File: src/sepc_params.svh
// Purpose: Constants of the shaft encoder position capture block
// Assumes: 32-bit AXI4-Lite data, 8-bit byte address
// Notes:   Offsets are byte addresses
`ifndef SEPC_PARAMS_SVH
`define SEPC_PARAMS_SVH

// ----------------------------------------------------------------
// Register offsets
// ----------------------------------------------------------------
`define SEPC_OFF_CTRL    8'h00
`define SEPC_OFF_POS     8'h04
`define SEPC_OFF_LEGACY  8'h08
`define SEPC_OFF_STATUS  8'h0c

// ----------------------------------------------------------------
// Field positions, reset values and response codes
// ----------------------------------------------------------------
`define SEPC_CTRL_LEGACY_BIT  0
`define SEPC_STAT_HOLD_BIT    0
`define SEPC_STAT_READY_BIT   1
`define SEPC_POS_COARSE_LSB   7
`define SEPC_CTRL_RST         1'b0
`define SEPC_RESP_OKAY        2'b00
`define SEPC_RESP_SLVERR      2'b10

`endif

File: src/sepc_pkg.sv
// Purpose: Types and shared functions of the position capture block
// Assumes: No constants from sepc_params.svh are included
// Notes:   Nothing is imported; use sepc_pkg::name
package sepc_pkg;

    // ------------------------------------------------------------
    // Position word
    // ------------------------------------------------------------
    typedef struct packed {
        logic [13:0] coarse;
        logic [6:0]  fine;
    } sepc_pos_t;

    // ------------------------------------------------------------
    // Legacy sensor group
    // ------------------------------------------------------------
    typedef struct packed {
        logic [15:0] cmp_lines;
        logic [14:0] lead;
        logic [14:0] lag;
        logic        dir;
    } sepc_legacy_in_t;

    // Gray code to natural binary
    function automatic logic [13:0] sepc_gray2bin(input logic [13:0] g);
        logic [13:0] b;
        b = '0;
        b[13] = g[13];
        for (int i = 12; i >= 0; i--) begin
            b[i] = b[i+1] ^ g[i];
        end
        return b;
    endfunction

    // Count of set lines
    function automatic logic [4:0] sepc_ones(input logic [15:0] v);
        logic [4:0] n;
        n = 5'h00;
        for (int i = 0; i < 16; i++) begin
            n = n + {4'h0, v[i]};
        end
        return n;
    endfunction

endpackage

File: src/sepc_legacy_enc.sv
// Purpose: Legacy variant position word from comparator lines and sensor pairs
// Assumes: Comparator lines form a 32-state walking pattern
// Notes:   Purely combinational
`timescale 1ns/1ns
module sepc_legacy_enc (
    input  wire sepc_pkg::sepc_legacy_in_t legacy_i,
    output logic [19:0]                   word_o
);
    // ------------------------------------------------------------
    // Low bits from comparator lines
    // ------------------------------------------------------------
    wire [4:0]  ones = sepc_pkg::sepc_ones(legacy_i.cmp_lines);
    wire [4:0]  lsb  = legacy_i.cmp_lines[15] ? 5'(6'h20 - {1'b0, ones}) : ones;

    // ------------------------------------------------------------
    // Upper bits by direction
    // ------------------------------------------------------------
    wire [14:0] msb  = legacy_i.dir ? legacy_i.lead : legacy_i.lag;

    assign word_o = {msb, lsb};

endmodule // sepc_legacy_enc

File: src/sepc_capture.sv
// Purpose: Shaft encoder position capture with hold handshake and AXI4-Lite view
// Assumes: All inputs synchronous to clock_i; ref period is 128 clocks
// Notes:   Position outputs change only on a phase signal rising edge
`timescale 1ns/1ns
`include "sepc_params.svh"

module sepc_capture (
    input  wire logic                      clock_i,
    input  wire logic                      rst_n_i,
    input  wire logic                      ref_i,
    input  wire logic                      phase_variable_signal_i,
    input  wire logic [13:0]               gray_tracks_i,
    input  wire sepc_pkg::sepc_legacy_in_t legacy_i,
    input  wire logic                      hold_req_i,
    output logic                           hold_o,
    output logic                           ready_o,
    output sepc_pkg::sepc_pos_t            pos_o,
    output logic [19:0]                    legacy_pos_o,
    input  wire logic [7:0]                s_axi_awaddr,
    input  wire logic                      s_axi_awvalid,
    output logic                           s_axi_awready,
    input  wire logic [31:0]               s_axi_wdata,
    input  wire logic [3:0]                s_axi_wstrb,
    input  wire logic                      s_axi_wvalid,
    output logic                           s_axi_wready,
    output logic [1:0]                     s_axi_bresp,
    output logic                           s_axi_bvalid,
    input  wire logic                      s_axi_bready,
    input  wire logic [7:0]                s_axi_araddr,
    input  wire logic                      s_axi_arvalid,
    output logic                           s_axi_arready,
    output logic [31:0]                    s_axi_rdata,
    output logic [1:0]                     s_axi_rresp,
    output logic                           s_axi_rvalid,
    input  wire logic                      s_axi_rready
);
    // ------------------------------------------------------------
    // Edge detection
    // ------------------------------------------------------------
    logic                ref_q;
    logic                phase_q;
    logic [6:0]          cnt_q;
    logic                stage2_q;
    logic                legacy_sel_q;
    logic [19:0]         legacy_word;

    wire ref_rise = ref_i & ~ref_q;
    wire phase_rise = phase_variable_signal_i & ~phase_q;
    wire phase_fall = ~phase_variable_signal_i & phase_q;
    wire strobe     = phase_rise & ~hold_o;
    wire [6:0] cnt_d = ref_rise ? 7'h00 : 7'(cnt_q + 7'h01);
    wire [13:0] coarse_bin = sepc_pkg::sepc_gray2bin(gray_tracks_i);

    always_ff @(posedge clock_i or negedge rst_n_i) begin
        if (!rst_n_i) begin
            ref_q   <= 1'b0;
            phase_q <= 1'b0;
            cnt_q <= 7'h00;
        end else begin
            ref_q <= ref_i;
            phase_q <= phase_variable_signal_i;
            cnt_q <= cnt_d;
        end
    end

    // ------------------------------------------------------------
    // Position registers
    // ------------------------------------------------------------
    sepc_legacy_enc u_legacy (
        .legacy_i (legacy_i),
        .word_o   (legacy_word)
    );

    always_ff @(posedge clock_i or negedge rst_n_i) begin
        if (!rst_n_i) begin
            pos_o        <= '0;
            legacy_pos_o <= 20'h00000;
        end else if (strobe) begin
            pos_o.fine   <= cnt_q;
            pos_o.coarse <= coarse_bin;
            if (legacy_sel_q) begin
                legacy_pos_o <= legacy_word;
            end
        end
    end

    // ------------------------------------------------------------
    // Hold synchroniser
    // ------------------------------------------------------------
    wire hold_d  = phase_fall ? hold_req_i : hold_o;
    wire stg2_d  = ~hold_req_i ? 1'b0 : (phase_fall ? hold_o : stage2_q);

    always_ff @(posedge clock_i or negedge rst_n_i) begin
        if (!rst_n_i) begin
            hold_o   <= 1'b0;
            stage2_q <= 1'b0;
            ready_o  <= 1'b0;
        end else begin
            hold_o   <= hold_d;
            stage2_q <= stg2_d;
            ready_o  <= stg2_d & hold_d;
        end
    end

    // ------------------------------------------------------------
    // AXI4-Lite write
    // ------------------------------------------------------------
    logic        aw_got_q;
    logic        w_got_q;
    logic [7:0]  awaddr_q;
    logic [31:0] wdata_q;
    logic [3:0]  wstrb_q;

    wire aw_hs    = s_axi_awvalid & s_axi_awready;
    wire w_hs     = s_axi_wvalid & s_axi_wready;
    wire b_hs     = s_axi_bvalid & s_axi_bready;
    wire wr_go    = aw_got_q & w_got_q & ~s_axi_bvalid;
    wire wr_ctrl  = awaddr_q == `SEPC_OFF_CTRL;

    always_ff @(posedge clock_i or negedge rst_n_i) begin
        if (!rst_n_i) begin
            aw_got_q      <= 1'b0;
            w_got_q       <= 1'b0;
            awaddr_q      <= 8'h00;
            wdata_q       <= 32'h00000000;
            wstrb_q       <= 4'h0;
            s_axi_awready <= 1'b1;
            s_axi_wready  <= 1'b1;
            s_axi_bvalid  <= 1'b0;
            s_axi_bresp   <= `SEPC_RESP_OKAY;
            legacy_sel_q  <= `SEPC_CTRL_RST;
        end else begin
            if (aw_hs) begin
                aw_got_q      <= 1'b1;
                awaddr_q      <= s_axi_awaddr;
                s_axi_awready <= 1'b0;
            end
            if (w_hs) begin
                w_got_q      <= 1'b1;
                wdata_q      <= s_axi_wdata;
                wstrb_q      <= s_axi_wstrb;
                s_axi_wready <= 1'b0;
            end
            if (wr_go) begin
                aw_got_q     <= 1'b0;
                w_got_q      <= 1'b0;
                s_axi_bvalid <= 1'b1;
                s_axi_bresp  <= wr_ctrl ? `SEPC_RESP_OKAY : `SEPC_RESP_SLVERR;
                if (wr_ctrl && wstrb_q[0]) begin
                    legacy_sel_q <= wdata_q[`SEPC_CTRL_LEGACY_BIT];
                end
            end
            if (b_hs) begin
                s_axi_bvalid  <= 1'b0;
                s_axi_awready <= 1'b1;
                s_axi_wready  <= 1'b1;
            end
        end
    end

    // ------------------------------------------------------------
    // AXI4-Lite read
    // ------------------------------------------------------------
    wire ar_hs = s_axi_arvalid & s_axi_arready;
    wire r_hs  = s_axi_rvalid & s_axi_rready;
    wire sel_ctrl = s_axi_araddr == `SEPC_OFF_CTRL;
    wire sel_pos  = s_axi_araddr == `SEPC_OFF_POS;
    wire sel_leg  = s_axi_araddr == `SEPC_OFF_LEGACY;
    wire sel_stat = s_axi_araddr == `SEPC_OFF_STATUS;
    wire rd_hit   = sel_ctrl | sel_pos | sel_leg | sel_stat;
    wire [31:0] rd_mux =
        sel_ctrl ? {31'h0, legacy_sel_q} :
        sel_pos  ? {11'h000, pos_o} :
        sel_leg  ? {12'h000, legacy_pos_o} :
        sel_stat ? {30'h0, ready_o, hold_o} : 32'h00000000;

    always_ff @(posedge clock_i or negedge rst_n_i) begin
        if (!rst_n_i) begin
            s_axi_arready <= 1'b1;
            s_axi_rvalid  <= 1'b0;
            s_axi_rdata   <= 32'h00000000;
            s_axi_rresp   <= `SEPC_RESP_OKAY;
        end else if (ar_hs) begin
            s_axi_arready <= 1'b0;
            s_axi_rvalid  <= 1'b1;
            s_axi_rdata   <= rd_mux;
            s_axi_rresp   <= rd_hit ? `SEPC_RESP_OKAY : `SEPC_RESP_SLVERR;
        end else if (r_hs) begin
            s_axi_rvalid  <= 1'b0;
            s_axi_arready <= 1'b1;
        end
    end

    // ------------------------------------------------------------
    // Assertions
    // ------------------------------------------------------------
    a_cnt_restart: assert property (@(posedge clock_i) disable iff (!rst_n_i)
        ref_rise |=> cnt_q == 7'h00)
        else $error("counter did not restart at reference rise");

    a_cnt_step: assert property (@(posedge clock_i) disable iff (!rst_n_i)
        rst_n_i && !ref_rise |=> cnt_q == 7'($past(cnt_q) + 7'h01))
        else $error("counter did not step by one");

    a_fine_load: assert property (@(posedge clock_i) disable iff (!rst_n_i)
        phase_rise && !hold_o |=> pos_o.fine == $past(cnt_q))
        else $error("fine bits not loaded from counter");

    a_hold_freeze: assert property (@(posedge clock_i) disable iff (!rst_n_i)
        hold_o |=> $stable(pos_o) && $stable(legacy_pos_o))
        else $error("position changed while held");

    a_coarse_gray: assert property (@(posedge clock_i) disable iff (!rst_n_i)
        strobe |=> pos_o.coarse == sepc_pkg::sepc_gray2bin($past(gray_tracks_i)))
        else $error("coarse bits not gray converted");

    a_coarse_with_fine: assert property (@(posedge clock_i) disable iff (!rst_n_i)
        $changed(pos_o.coarse) |-> $past(phase_rise) && !$past(hold_o))
        else $error("coarse bits changed outside strobe");

    a_hold_on_fall: assert property (@(posedge clock_i) disable iff (!rst_n_i)
        $changed(hold_o) |-> $past(phase_fall) && hold_o == $past(hold_req_i))
        else $error("hold changed off a falling edge");

    a_ready_after_hold: assert property (@(posedge clock_i) disable iff (!rst_n_i)
        $rose(ready_o) |-> hold_o && $past(hold_o) && $past(phase_fall))
        else $error("ready rose before hold took effect");

    a_ready_drop: assert property (@(posedge clock_i) disable iff (!rst_n_i)
        !hold_req_i |=> !ready_o)
        else $error("ready stayed after request withdrawn");

    a_hold_release: assert property (@(posedge clock_i) disable iff (!rst_n_i)
        hold_o && !hold_req_i && phase_fall |=> !hold_o)
        else $error("hold not released on falling edge");

    a_bvalid_hold: assert property (@(posedge clock_i) disable iff (!rst_n_i)
        s_axi_bvalid && !s_axi_bready |=> s_axi_bvalid && $stable(s_axi_bresp))
        else $error("write response dropped early");

endmodule // sepc_capture

File: config.mk
export PLATFORM = sky130hd
export DESIGN_NAME = sepc_capture
export DESIGN_NICKNAME = d
export VERILOG_FILES = /design/src/sepc_pkg.sv /design/src/sepc_legacy_enc.sv /design/src/sepc_capture.sv
export VERILOG_INCLUDE_DIRS = /design/src
export SDC_FILE = /design/constraint.sdc
export NUM_CORES = 1
export LEC_CHECK = 0
export BUFFER_PORTS_ARGS = -buffer_cell sky130_fd_sc_hd__buf_2
export CAP_MARGIN = 25
export CORE_MARGIN = 2
export CORE_UTILIZATION = 43
export DETAILED_ROUTE_END_ITERATION = 7
export PLACE_DENSITY_LB_ADDON = 0.25
export SETUP_SLACK_MARGIN = 0.2
export SYNTH_ARGS = -nofsm -noshare
export SYNTH_HDL_FRONTEND = slang
export SYNTH_HIERARCHICAL = 1
export SYNTH_SLANG_ARGS = --single-unit
export TNS_END_PERCENT = 5
File: constraint.sdc
create_clock -name clock_i -period 1.6 [get_ports clock_i]
set_input_delay 0.08 -clock clock_i [delete_from_list [all_inputs] [get_ports clock_i]]
set_output_delay 0.08 -clock clock_i [all_outputs]
set_load 0.05 [all_outputs]
==> flow_summary.ini <==
[finish]
syn_to_final_growth_pct = 35.5
final_cell_count_no_fill = 760
nets = 755
diodes = 0
post_route_cells_drive_above_1_share = 0.432

[die]
dieArea_sq_um = 11800
start_util = 0.437
die_w_um = 109
fp-row-count = 38
dieHeight_um = 109
coreArea_sq_um = 10700
ioPinCount = 207

[grt]
grt_max_degree = 34
gr-usage-all-layers = 0.203
grt-ovfl-total = 0
grt_first_pass_wirelength_mm = 18.1
grt_pass1_vias = 3711
grt_antenna_before_repair = 0

[logic_synthesis]
syn_avg_cell_area_sq_um = 11.2
seq_area_frac_synth = 0.502
yosys.area.top_type = dfrtp_1
synthCells = 419
synth_edf_count = 0
yosys-top-cells-count = dfrtp_1 (91), nand2_1 (65), mux2_2 (49), inv_1 (28)
synthTopCellsByArea = dfrtp_1 (48%), mux2_2 (12%), nand2_1 (5.2%), fa_1 (4.3%), xnor2_1 (3.0%)
synth_ff_type = dfrtp_1
yosysWarnings = 6
synth.most_common_cell = dfrtp_1
ys_types = 35
ys_async_sr_fraction = 1.00
synth_seq_cells = 94
syn_area_sq_um = 4700
yosysTopAreaCellShare = 0.485

[placed_design]
port_buffers = 159
dp_slack_ns = -2.49
post-place-cells = 722
place_hpwl_mm = 8.58
gp_routability_congestion = 0.801

[worst_setup_path]
reg2reg_slack_ns = 0.04
cpMostUsedCell = fa_1
start_kind = input port
worstPathRequired_ns = 1.85
max_stage_delay_ns = 0.53
crit_type = in2reg
path_max_fanout = 2
arrival_ns = 3.84
crit_chain = buf_6 -> inv_4 -> fa_1 -> inv_1 -> fa_1 -> fa_1 -> inv_1 -> fa_1 -> inv_2 -> ha_4 -> fa_1 -> inv_2 -> buf_4 -> a31oi_1 -> xnor3_1 -> mux2_2
worstSetupEndpointType = register
cpMaxStageDelayCell = fa_1

[clocking]
cts_sinks = 94
cts_tree = built
clk_latency_ns = 0.36
path_clk_slew_ns = 0.08
numCtsBuffers = 9
htreeDepth = 3
cts_setup_buffers = 0
root_buffer = clkbuf_8
clock_path_buffers = 2

[sta]
period_share = 2.25
setup_ws_ns = -1.99
drv_slew = 0
fin_crit_ns = 3.59
fin_worst_skew_ns = 0.00929
setup_violations = 5
rsz0062_at_grt = true
fmax_mhz = 278
hold_viol_final = 0

[drt]
wirelength_mm = 11.6
drc = 0
vias = 3677
drt-initial-drc-count = 118
via_per_inst = 4.84
wl_per_cell_um = 15.2
ant_nets = 0
drtPass1Iterations = 4

[flow_run]
drv_cap = 0

[status]
status = complete, but fails checks
failed_checks = setup timing

[hold_path]
hp-class = in2reg

[power]
ir_worst_vdd_v = 0.00113
pwr_density_cell_nw_per_um2 = 1520
total_power_mw = 9.66
p_leak_nw = 3.30
## critical path: cells and delay by family
family | cells | cell delay [ns]
xor+xnor | 1 | 0.23
compound gates | 1 | 0.15
buf+inv | 7 | 0.44
mux | 1 | 0.26
fa+ha+maj | 6 | 2.65
## final timing paths
check	from	end	cells after the start
worst max-delay path	legacy_i[31]	legacy_pos_o[3]	16
worst min-delay path	gray_tracks_i[2]	pos_o[9]	3
worst max register to register	awaddr_q[2]	legacy_sel_q	4
worst min register to register	s_axi_rdata[15]	s_axi_rdata[15]	2
max in group asynchronous	rst_n_i	s_axi_wready	3
min in group asynchronous	rst_n_i	s_axi_rdata[11]	2
## registers in the layout (all words and copies together) (netlist names), 7 cells and up
signal,cells
awaddr_q,8
cnt_q,7
s_axi_rdata,21
pos_o,21
legacy_pos_o,20
## per-layer routing
metal  up-vias  global-route usage  share of wire
li1       1793                   -              -
met1      1752               0.266           0.44
met2       117               0.333           0.49
met3        15              0.0440          0.048
met4         0              0.0705          0.017
met5         -                   0              0
## cells by family after synthesis
logic type	after synthesis	share of synthesized area
AO/OA/AOI/OAI	68	0.0964
XOR/XNOR	29	0.0666
adder cells (fa/ha/maj)	17	0.0613
buffers and inverters	59	0.0581
flip-flops	94	0.502
multiplexers	52	0.127
other	1	0.000798
AND/OR/NAND/NOR	99	0.0887
## stage by stage
stage | utilization | area [sq um] | TNS (ns) | hold slack [ns]
floorplan | - | 4750 | -12.95 | -0.216
global placement | 0.537 | 5770 | -12.35 | 0.0533
detailed placement | 0.537 | 5770 | -12.97 | 0.0597
CTS | 0.584 | 6280 | -8.89 | 0.0226
global route | 0.592 | 6360 | -9.23 | 0.0419
finish | 0.592 | 6360 | -8.69 | 0.0362
## repair_timing
action	CTS	global route
gates cloned	0	0
hold buffers	22	0
endpoints found under the hold margin	53	0
endpoints found under the setup margin	25	36
gates resized for setup	12	26
pin swaps	10	7
## where the power goes
group          leakage [nW]  internal (mW)  switching [mW]
Sequential             1.23           2.93           0.458
Clock                 0.119           1.03           0.825
Combinational          1.96           1.73            2.68
Total                  3.30           5.69            3.96
## cell type report
type	instances	area (sq um)
Inverter	28	108
Fill cell	921	4380
Clock inverter	7	113
Multi-Input combinational cell	278	2240
Clock buffer	9	124
Tap cell	140	175
Sequential cell	94	2360
Timing Repair Buffer	204	1240
## cells in the final DEF, fill, tap and decap left out, types with 4 or more instances in the layout
cell | Yosys | final
o31ai_1 | 18 | 18
xnor2_1 | 16 | 14
a22oi_1 | 18 | 18
nor2_1 | 15 | 13
inv_1 | 28 | 24
buf_2 | 2 | 157
dfrtp_1 | 91 | 91
fa_1 | 10 | 10
mux2_4 | 0 | 18
nand3_1 | 4 | 4
dlygate4sd3_1 | 0 | 20
nor2b_1 | 6 | 6
conb_1 | 1 | 13
xor2_1 | 9 | 9
o21ai_1 | 2 | 4
ha_1 | 7 | 5
buf_4 | 13 | 20
o21ai_0 | 17 | 15
nand2_1 | 65 | 64
a21oi_1 | 6 | 6
mux2_2 | 49 | 31
clkbuf_8 | 0 | 9
(Power assumes the default switching activity.)
